==> config.mk <==
export PLATFORM = sky130hd
export DESIGN_NAME = bic_top
export DESIGN_NICKNAME = d
export VERILOG_FILES = /design/src/verilog/bic_pkg.sv /design/src/verilog/bic_top.sv /design/src/verilog/bic_count_decode.sv
export SDC_FILE = /design/constraint.sdc
export NUM_CORES = 1
export LEC_CHECK = 0
export BUFFER_PORTS_ARGS = -buffer_cell sky130_fd_sc_hd__buf_4
export CORE_AREA = 2 2 111 103
export DETAILED_ROUTE_END_ITERATION = 10
export DIE_AREA = 0 0 113 105
export GPL_TIMING_DRIVEN = 0
export PLACE_DENSITY_LB_ADDON = 0.1
export SLEW_MARGIN = 20
export SYNTH_ARGS = -nofsm -noshare
export SYNTH_HDL_FRONTEND = slang
export SYNTH_SLANG_ARGS = --single-unit
export TNS_END_PERCENT = 1
==> constraint.sdc <==
create_clock -name clk_i -period 3.4 [get_ports clk_i]
set_input_delay 1.02 -clock clk_i [delete_from_list [all_inputs] [get_ports clk_i]]
set_output_delay 1.02 -clock clk_i [all_outputs]
set_load 0.05 [all_outputs]
==> src/verilog/bic_pkg.sv <==
// Package for the bus idle insertion and release control block.
// Assumes a 16-bit register port with one-cycle strobes and registered read data.
package bic_pkg;

  // Register offsets on the plain register port (word index).
  localparam logic [3:0] BIC_OFF_IDLE_CTL = 4'h0;
  localparam logic [3:0] BIC_OFF_BUS_CTL1 = 4'h1;
  localparam logic [3:0] BIC_OFF_STATUS   = 4'h2;

  // Values after reset.
  localparam logic [15:0] BIC_IDLE_CTL_RST = 16'hff00;
  localparam logic [15:0] BIC_BUS_CTL1_RST = 16'h0000;

  // Field positions in the idle control register.
  localparam int BIC_POS_EN_XFER  = 15;
  localparam int BIC_POS_EN_WR_RD = 14;
  localparam int BIC_POS_EN_AREA  = 13;
  localparam int BIC_POS_EN_RD_WR = 12;
  localparam int BIC_POS_CNT_B    = 10;
  localparam int BIC_POS_CNT_A    = 8;

  // Field positions in the first bus control register.
  localparam int BIC_POS_REL_EN   = 15;
  localparam int BIC_POS_REQO_EN  = 14;
  localparam int BIC_POS_WBUF_EN  = 9;
  localparam int BIC_POS_WAIT_EN  = 8;
  localparam int BIC_POS_ACK_EDGE = 7;

  // Writable bits of the first bus control register; the rest read as zero.
  localparam logic [15:0] BIC_BUS_CTL1_WMASK = 16'hc380;

  // Description of one external bus cycle offered to the idle logic.
  typedef struct packed {
    logic       is_write;
    logic       is_xfer;
    logic [2:0] area;
  } bic_cycle_t;

  // Sequencer states, Gray coded along idle, count, go.
  typedef enum logic [1:0] {
    BIC_ST_IDLE  = 2'b00,
    BIC_ST_COUNT = 2'b01,
    BIC_ST_GO    = 2'b11
  } bic_state_t;

endpackage

==> src/verilog/bic_top.sv <==
// Idle cycle insertion and external bus release control, with its two control registers and a status register.
// Assumes the bus controller offers one cycle at a time with valid and waits for start.
// Assumes the bus request pin comes from outside the clock domain; the acknowledge pin is driven by this block.
//
// Added by the designer: the register addresses and strobed register access.
`timescale 1ns/1ps
module bic_top (
  // Clock and reset.
  input  wire logic                clk_i,
  input  wire logic                rst_i,
  // Register port.
  input  wire logic [3:0]          reg_addr_i,
  input  wire logic [15:0]         reg_wdata_i,
  input  wire logic                reg_wr_i,
  input  wire logic                reg_rd_i,
  output logic      [15:0]         reg_rdata_o,
  // Next external cycle from the bus controller.
  input  wire logic                cyc_valid_i,
  input  wire bic_pkg::bic_cycle_t cyc_i,
  output logic                     cyc_start_o,
  output logic                     idle_o,
  // Bus release pins and internal demand.
  input  wire logic                external_request_in_n_i,
  input  wire logic                int_ext_access_i,
  output logic                     bus_released_o,
  output logic                     release_ack_n_o,
  output logic                     internal_request_out_n_o,
  output logic                     release_pins_used_o,
  output logic                     request_pin_used_o
);

  logic [15:0]         idle_ctl_q;
  logic [15:0]         bus_ctl1_q;
  bic_pkg::bic_cycle_t last_q;
  logic                last_vld_q;
  bic_pkg::bic_state_t state_q;
  logic [2:0]          cnt_q;
  logic [2:0]          need_cycles;
  logic [1:0]          req_sync_q;
  logic                released_q;
  logic                use_b;
  logic                cond_any;
  logic                cond_ab;
  logic                cond_a_only;
  logic                rel_grab;

  // Register writes; reserved bits of the bus control register stay zero.
  always_ff @(posedge clk_i or posedge rst_i)
  begin
    if (rst_i)
    begin
      idle_ctl_q <= bic_pkg::BIC_IDLE_CTL_RST;
      bus_ctl1_q <= bic_pkg::BIC_BUS_CTL1_RST;
    end
    else if (reg_wr_i)
    begin
      if (reg_addr_i == bic_pkg::BIC_OFF_IDLE_CTL)
        idle_ctl_q <= reg_wdata_i;
      else if (reg_addr_i == bic_pkg::BIC_OFF_BUS_CTL1)
        bus_ctl1_q <= reg_wdata_i & bic_pkg::BIC_BUS_CTL1_WMASK;
    end
  end

  // Read data one cycle after the strobe; unmapped offsets read zero.
  always_ff @(posedge clk_i or posedge rst_i)
  begin
    if (rst_i)
      reg_rdata_o <= 16'h0000;
    else if (reg_rd_i)
    begin
      case (reg_addr_i)
        bic_pkg::BIC_OFF_IDLE_CTL: reg_rdata_o <= idle_ctl_q;
        bic_pkg::BIC_OFF_BUS_CTL1: reg_rdata_o <= bus_ctl1_q;
        bic_pkg::BIC_OFF_STATUS:   reg_rdata_o <= {12'h000, state_q, released_q, idle_o};
        default:                   reg_rdata_o <= 16'h0000;
      endcase
    end
    else
      reg_rdata_o <= 16'h0000;
  end

  // Classify the pending cycle against the last one run.
  // Transfer-engine write takes precedence, since it only ever uses count A.
  always_comb
  begin
    cond_a_only = 1'b0;
    cond_ab     = 1'b0;
    if (last_vld_q && cyc_valid_i)
    begin
      if (last_q.is_xfer && last_q.is_write)
        cond_a_only = idle_ctl_q[bic_pkg::BIC_POS_EN_XFER];
      else if (last_q.is_write && !cyc_i.is_write)
        cond_a_only = idle_ctl_q[bic_pkg::BIC_POS_EN_WR_RD];
      else if (!last_q.is_write && cyc_i.is_write)
        cond_ab = idle_ctl_q[bic_pkg::BIC_POS_EN_RD_WR];
      else if (!last_q.is_write && (last_q.area != cyc_i.area))
        cond_ab = idle_ctl_q[bic_pkg::BIC_POS_EN_AREA];
    end
    cond_any = cond_a_only | cond_ab;
    // Count B only reachable through the area-change and read-then-write paths.
    use_b = cond_ab & idle_ctl_q[last_q.area];
  end

  // Shared decoder, count A always available as a fallback.
  bic_count_decode u_decode (
    .count_a_i (idle_ctl_q[bic_pkg::BIC_POS_CNT_A +: 2]),
    .count_b_i (idle_ctl_q[bic_pkg::BIC_POS_CNT_B +: 2]),
    .use_b_i   (use_b),
    .cycles_o  (need_cycles)
  );

  // A pending release wins over a new cycle, so no grant can land on a released bus.
  assign rel_grab = bus_ctl1_q[bic_pkg::BIC_POS_REL_EN] & ~req_sync_q[1];

  // Sequencer: count idle cycles, then grant the cycle for one clock.
  always_ff @(posedge clk_i or posedge rst_i)
  begin
    if (rst_i)
    begin
      state_q     <= bic_pkg::BIC_ST_IDLE;
      cnt_q       <= 3'h0;
      cyc_start_o <= 1'b0;
      idle_o      <= 1'b0;
    end
    else
    begin
      cyc_start_o <= 1'b0;
      case (state_q)
        bic_pkg::BIC_ST_IDLE:
        begin
          if (cyc_valid_i && !released_q && !rel_grab)
          begin
            if (cond_any && (need_cycles != 3'h0))
            begin
              state_q <= bic_pkg::BIC_ST_COUNT;
              cnt_q   <= need_cycles - 3'h1;
              idle_o  <= 1'b1;
            end
            else
            begin
              state_q     <= bic_pkg::BIC_ST_GO;
              cyc_start_o <= 1'b1;
            end
          end
        end
        bic_pkg::BIC_ST_COUNT:
        begin
          if (cnt_q == 3'h0)
          begin
            state_q     <= bic_pkg::BIC_ST_GO;
            idle_o      <= 1'b0;
            cyc_start_o <= 1'b1;
          end
          else
            cnt_q <= cnt_q - 3'h1;
        end
        bic_pkg::BIC_ST_GO:
          state_q <= bic_pkg::BIC_ST_IDLE;
        default:
          state_q <= bic_pkg::BIC_ST_IDLE;
      endcase
    end
  end

  // Remember the cycle just granted for the next comparison.
  always_ff @(posedge clk_i or posedge rst_i)
  begin
    if (rst_i)
    begin
      last_q     <= '0;
      last_vld_q <= 1'b0;
    end
    else if (cyc_start_o)
    begin
      last_q     <= cyc_i;
      last_vld_q <= 1'b1;
    end
    else if (released_q)
      last_vld_q <= 1'b0;
  end

  // Two-flop synchroniser for the external request pin.
  always_ff @(posedge clk_i or posedge rst_i)
  begin
    if (rst_i)
      req_sync_q <= 2'b11;
    else
      req_sync_q <= {req_sync_q[0], external_request_in_n_i};
  end

  // Release only between cycles and only while enabled.
  always_ff @(posedge clk_i or posedge rst_i)
  begin
    if (rst_i)
      released_q <= 1'b0;
    else if (!bus_ctl1_q[bic_pkg::BIC_POS_REL_EN])
      released_q <= 1'b0;
    else if (rel_grab && state_q == bic_pkg::BIC_ST_IDLE && !cyc_start_o)
      released_q <= 1'b1;
    else if (req_sync_q[1])
      released_q <= 1'b0;
  end

  // Pin outputs, all registered.
  always_ff @(posedge clk_i or posedge rst_i)
  begin
    if (rst_i)
    begin
      bus_released_o           <= 1'b0;
      release_ack_n_o          <= 1'b1;
      internal_request_out_n_o <= 1'b1;
      release_pins_used_o      <= 1'b0;
      request_pin_used_o       <= 1'b0;
    end
    else
    begin
      bus_released_o      <= released_q;
      release_ack_n_o     <= !released_q;
      release_pins_used_o <= bus_ctl1_q[bic_pkg::BIC_POS_REL_EN];
      request_pin_used_o  <= bus_ctl1_q[bic_pkg::BIC_POS_REL_EN] &
                             bus_ctl1_q[bic_pkg::BIC_POS_REQO_EN];
      internal_request_out_n_o <= !(bus_ctl1_q[bic_pkg::BIC_POS_REQO_EN] && released_q &&
                                    (int_ext_access_i || cyc_valid_i));
    end
  end

endmodule

==> src/verilog/bic_count_decode.sv <==
// Decodes the two idle count fields into a number of idle cycles.
// Assumes the selection between counts is made by the caller.
`timescale 1ns/1ps
module bic_count_decode (
  // Count fields.
  input  wire logic [1:0] count_a_i,
  input  wire logic [1:0] count_b_i,
  input  wire logic       use_b_i,
  // Decoded number of idle cycles.
  output logic      [2:0] cycles_o
);

  // Count A always gives one more than its code; count B gives none for code zero.
  always_comb
  begin
    if (use_b_i)
    begin
      case (count_b_i)
        2'h0:    cycles_o = 3'h0;
        2'h1:    cycles_o = 3'h2;
        2'h2:    cycles_o = 3'h3;
        default: cycles_o = 3'h4;
      endcase
    end
    else
    begin
      cycles_o = {1'b0, count_a_i} + 3'h1;
    end
  end

endmodule

Yosys cells after proc, flatten, opt, wreduce, memory -nomap -nowiden
Index checks and enable logic that the tools add are counted.

word-level totals
  bits in registers = 58
  input port bits = 32
  output and inout port bits = 23
  word-level logic and storage cells = 105

cells by class
  add/subtract/negate cells = 3
  order comparisons = 1
  eq/ne operators = 11
  multiplexer cells = 35
  bitwise operators = 6
  reductions and logical operators = 31

operators by type and width
  cell                                                         number
  one-hot mux 16 bit (3 select lines)                          1
  two-way mux 1 bit                                            20
  two-way mux 16 bit                                           1
  logical AND 1 bit                                            12
  two-way mux 3 bit                                            4
  one-hot mux 3 bit (3 select lines)                           1
  inequality test 2 bit (second input constant)                4
  AND reduction 4 bit                                          2
  zero test 1 bit                                              6
  two-way mux 2 bit                                            3
  one-hot mux 3 bit (2 select lines)                           1
  subtractor 3 x 1 -> 3 bit (second input constant)            2
  less-than comparator 3 x 5 -> 1 bit (second input constant)  1
  equality test 2 x 1 -> 1 bit (second input constant)         2
  equality test 4 x 1 -> 1 bit (second input constant)         1
  equality test 4 x 2 -> 1 bit (second input constant)         1
  zero test 2 bit                                              2
  zero test 4 bit                                              1
  one-hot mux 1 bit (2 select lines)                           2
  one-hot mux 2 bit (2 select lines)                           1
  AND reduction 2 bit                                          2
  nonzero test 2 bit                                           2
  adder 2 x 1 -> 3 bit (second input constant)                 1
  bitwise AND 1 bit                                            3
  10 further kinds                                             11

Logic depth before layout (Yosys ltp)
  depth in word-level cells = 14
  depth in mapped cells = 10

Hierarchy
A second synthesis with hierarchy kept.

unflattened totals
  cells, all modules = 197
  area, all modules = 2,521.2 um^2

by module, submodules not included
  module            instances  cells an instance  area an instance (um^2)  sequential area each (um^2)
  bic_top           1          188                2,447.3                  1,466.4
  bic_count_decode  1          9                  73.8                     0.0

Worst setup path after synthesis
No wires, ideal clock.

  path type = input port to flip-flop
  from = in cyc_i[4] (netlist name)
  to = reg cnt_q[2]
  arrival time = 2.661 ns
  slack = 0.615 ns
  cell stages on the path = 9
  path buffers = 0
  cell sequence = nand2b_1 -> a211oi_1 -> nand3b_4 -> o211ai_1 -> o21ai_0 -> ha_1 -> xor2_1 -> mux2i_1 -> mux2_2

on the way
  word-level cells in the longest chain between the ends = 11
  elaborated cells on any way between the ends = 21
  classes of those cells = 1 x add/sub; 1 x eq/ne; 11 x mux; 2 x bitwise; 6 x reduce/logical

RTL lines
  item                                                                       RTL line                        text
  start, declared                                                            bic_top.sv:19                   input wire bic_pkg::bic_cycle_t cyc_i,
  logical AND 1 bit or zero test 1 bit (tied branches)                       bic_top.sv:94, bic_top.sv:92
  two-way mux 1 bit or logical AND 1 bit (tied branches)                     bic_top.sv:94, bic_top.sv:92
  two-way mux 1 bit                                                          bic_top.sv:92                   else if (last_q.is_write && !cyc_i.is_write)
  two-way mux 1 bit                                                          bic_top.sv:90                   if (last_q.is_xfer && last_q.is_write)
  two-way mux 1 bit                                                          bic_top.sv:88                   if (last_vld_q && cyc_valid_i)
  bitwise AND 1 bit                                                          bic_top.sv:101                  use_b = cond_ab & idle_ctl_q[last_q.area];
  two-way mux 3 bit                                                          bic_count_decode.sv:16          if (use_b_i)
  subtractor 3 x 1 -> 3 bit or nonzero test 3 bit (tied branches)            bic_top.sv:136, bic_top.sv:133
  two-way mux 3 bit or logical AND 1 bit (tied branches)                     bic_top.sv:133                  if (cond_any && (need_cycles != 3'h0))
  two-way mux 3 bit or inequality test 2 bit (tied branches)                 -
  one-hot mux 3 bit (2 select lines) or AND reduction 4 bit (tied branches)  -
  end signal, assigned                                                       bic_top.sv:136                  cnt_q <= need_cycles - 3'h1;
  end signal, assigned                                                       bic_top.sv:155                  cnt_q <= cnt_q - 3'h1;
  end, declared                                                              bic_top.sv:37                   logic [2:0] cnt_q;

Several ways; a longest one is shown, not always the timed one. The select of a mux whose other input is x is not followed.
A chain may end at the register's enable or synchronous reset.

Worst setup path after layout
  from = in reg_addr_i[1]
  to = reg idle_ctl_q[7]

on the way
  word-level cells in the longest chain between the ends = 2

RTL lines
  item                                  RTL line       text
  start, declared                       bic_top.sv:12  input wire logic [3:0] reg_addr_i,
  zero test 4 bit                       bic_top.sv:57  if (reg_addr_i == bic_pkg::BIC_OFF_IDLE_CTL)
  AND reduction 2 bit (no source line)  -
  end signal, assigned                  bic_top.sv:52  idle_ctl_q <= bic_pkg::BIC_IDLE_CTL_RST;
  end signal, assigned                  bic_top.sv:58  idle_ctl_q <= reg_wdata_i;
  end, declared                         bic_top.sv:32  logic [15:0] idle_ctl_q;

Every way passes these cells.

==> impl_metrics.sql <==
INSERT INTO impl_metrics (metric_group, metric, value, unit) VALUES
('flow_run', 'cap_violations', '0', ''),
('timing', 'fin_ws', '0.570', 'ns'),
('cells_and_area', 'final_net_count', '291', ''),
('logic_synthesis', 'synth_top_flop_cell', 'dfrtp_1', ''),
('logic_synthesis', 'syn_avg_cell_area', '13.1', 'sq um'),
('placement', 'port-buffer-count', '52', ''),
('clock_network', 'clkSlewWorstSetupHoldPaths', '0.05', 'ns'),
('route', 'via_count', '1662', ''),
('logic_synthesis', 'ys_warn_count', '0', ''),
('clock_network', 'clock_tree_from_tritoncts', 'built', ''),
('placement', 'routability_cong', '0.684', ''),
('clock_network', 'htreeDepth', '3', ''),
('timing', 'final.setup_skew', '0.00565', 'ns'),
('timing', 'finalHoldViolations', '0', ''),
('cells_and_area', 'area.growth.synth_to_final', '36.2', '%'),
('logic_synthesis', 'ys_seq_area_share', '58.4', '%'),
('cells_and_area', 'final_layout_size_suffix_gt1_share', '43.8', '%'),
('critical_path', 'critical_path.endpoint_type', 'flip-flop', ''),
('timing', 'setup_tns', '0', 'ns'),
('outcome', 'violations', 'design-rule violations', ''),
('logic_synthesis', 'yosys_register_bits', '58', ''),
('power', 'cellPowerDensity', '767', 'nW/um^2'),
('floorplan', 'boundaryPins', '55', ''),
('placement', 'pre_cts_slack', '0.166', 'ns'),
('cells_and_area', 'sequential_cell_area_in_the_final_layout', '1470', 'sq um'),
('cells_and_area', 'antenna_diode_count', '0', ''),
('timing', 'crit_share_post_route', '83.2', '%'),
('critical_path', 'startpoint_type', 'primary input', ''),
('clock_network', 'cts_post_setup_buffers_inserted', '0', ''),
('placement', 'dp.cells', '377', ''),
('clock_network', 'clock_sinks', '58', ''),
('timing', 'max_slew_margin', '47.6', '%'),
('clock_network', 'number_of_hold_repair_buffers_added_at_the_cts_stage', '0', ''),
('power', 'leakage', '0.00160', 'uW'),
('logic_synthesis', 'synth.area.top_cells', 'dfrtp_1, dfstp_2, mux2_2, mux2i_1, and2_1', ''),
('global_route', 'global_route_wire_length_before_repair', '9.84', 'mm'),
('timing', 'finalMaxSlewViolations', '0', ''),
('route', 'post-route-drc-count', '4', ''),
('placement', 'postPlaceCellArea', '3090', 'sq um'),
('logic_synthesis', 'synth_edf_count', '0', ''),
('route', 'via_per_inst', '4.23', ''),
('floorplan', 'initial_utilization', '23.6', '%'),
('floorplan', 'core_region_area', '10600', 'sq um'),
('route', 'routedWlPerCell', '14.8', 'microns'),
('global_route', 'grt_antenna_before_repair', '0', ''),
('critical_path', 'timing.setup.critical_path_class', 'primary input to flip-flop', ''),
('clock_network', 'max-clock-path-buffers', '2', ''),
('outcome', 'status', 'complete, but fails checks', ''),
('floorplan', 'fp.dieArea', '11900', 'sq um'),
('logic_synthesis', 'share_of_flip_flops_with_an_asynchronous_set_or_reset', '100', '%'),
('timing', 'tightestPinTransition', '0.784', 'ns'),
('critical_path', 'critPathRequiredTime', '3.60', 'ns'),
('logic_synthesis', 'post_synth_num_cell_types', '37', ''),
('route', 'drt-total-wl', '5.82', 'mm'),
('cells_and_area', 'layout.filler_cells', '1099', ''),
('clock_network', 'cts.repair.resized', '0', ''),
('cells_and_area', 'utilization', '32.2', '%'),
('critical_path', 'critical_path_arrival', '3.03', 'ns'),
('logic_synthesis', 'synth_area', '2510', 'sq um'),
('global_route', 'global_router_s_overall_resource_usage', '10.9', '%'),
('global_route', 'grt_pass1_vias', '1775', ''),
('power', 'max-vdd-ir-drop', '211', 'uV'),
('route', 'first_pass_iters', '7', ''),
('critical_path', 'critical_path_peak_fanout', '10', ''),
('clock_network', 'worst_skew_pair_latency', '0.32', 'ns'),
('floorplan', 'placementRows', '36', ''),
('cells_and_area', 'postLayoutCellArea', '3420', 'sq um'),
('timing', 'fmaxAchievable', '353', 'MHz'),
('route', 'drt.antenna.violating_nets', '0', ''),
('logic_synthesis', 'synth_top_area_share', '45.9', '%'),
('logic_synthesis', 'post_synthesis_cells', '191', '');
[power breakdown]
part,internal (uW),total (uW),switching [uW]
clock,681,992,311
sequential,857,978,121
combinational,327,651,324
total,1870,2620,756
[Yosys cell counts, types with 3 or more instances]
cell and n:
dfstp_2 12, and2_1 9, a21oi_1 5, mux2i_1 15, xnor2_1 3, mux2_2 26
nand2_1 9, ha_1 4, nor2_1 14, nand3_1 3, dfrtp_1 46, clkbuf_1 5
inv_1 7
[final timing paths]
check	slack, ns	endpoint	start	cells past startpoint
max	0.57	idle_ctl_q[7]	reg_addr_i[1]	6
min	0.36	req_sync_q[1]	req_sync_q[0]	0
max reg2reg	0.81	cnt_q[2]	last_q[1]	9
min reg2reg	0.36	req_sync_q[1]	req_sync_q[0]	0
max in group asynchronous	2.20	idle_ctl_q[10]	rst_i	3
min in group asynchronous	0.64	idle_ctl_q[4]	rst_i	2
[per-layer routing]
| layer | wire length [microns] | global-route usage (%) |
|---|---|---|
| met5 | 0 | 0 |
| met4 | 106 | 4.70 |
| met3 | 309 | 3.60 |
| met2 | 2520 | 15.5 |
| met1 | 2880 | 15.1 |
[critical path, cell delays in order]
cell and delay (ns):
clkbuf_1 0.21, nor3_1 0.34, nand2_1 0.10, nor2_1 0.60
buf_2 0.40, mux2_2 0.36
[metrics by stage]
stage               hold slack (ns)  power (uW)
floorplan                     0.345        1470
global placement              0.347        1650
detailed placement            0.348        1660
CTS                           0.356        2670
global route                  0.357        2790
finish                        0.355        2620
[cell type report]
type	count	share of cell area [%]
Tap cell	133	4.87
Sequential cell	58	42.9
Clock buffer	12	7.50
Buffer	6	0.695
Timing Repair Buffer	53	12.0
Inverter	7	0.842
Clock inverter	4	2.16
Multi-Input combinational cell	120	29.1
[kinds of logic after synthesis]
family / count (synthesis) / synth area share (%)
adder cells (fa/ha/maj): 4 / 1.99
flip-flops: 58 / 58.4
AO/OA/AOI/OAI: 18 / 4.93
multiplexers: 43 / 19.7
AND/OR/NAND/NOR: 50 / 11.2
buffers and inverters: 13 / 1.99
XOR/XNOR: 5 / 1.75
[cells in the final DEF (no fill, tap or decap), drive strengths merged, types with 3 or more instances in the layout]
cell type  count
and2           9
xnor2          3
ha             4
buf           54
dfrtp         46
clkbuf        17
nand2          9
mux2i         15
o21ai          3
a21oi          5
nor2          14
dfstp         12
inv            7
nand3          3
mux2          26
[flip-flops by register name (all words and copies together), names as in the netlist, 2 cells and up]
register     flops
last_q           5
state_q          2
req_sync_q       2
reg_rdata_o     16
bus_ctl1_q       5
cnt_q            3
idle_ctl_q      16
No activity file was read; power rests on OpenSTA's default activity.
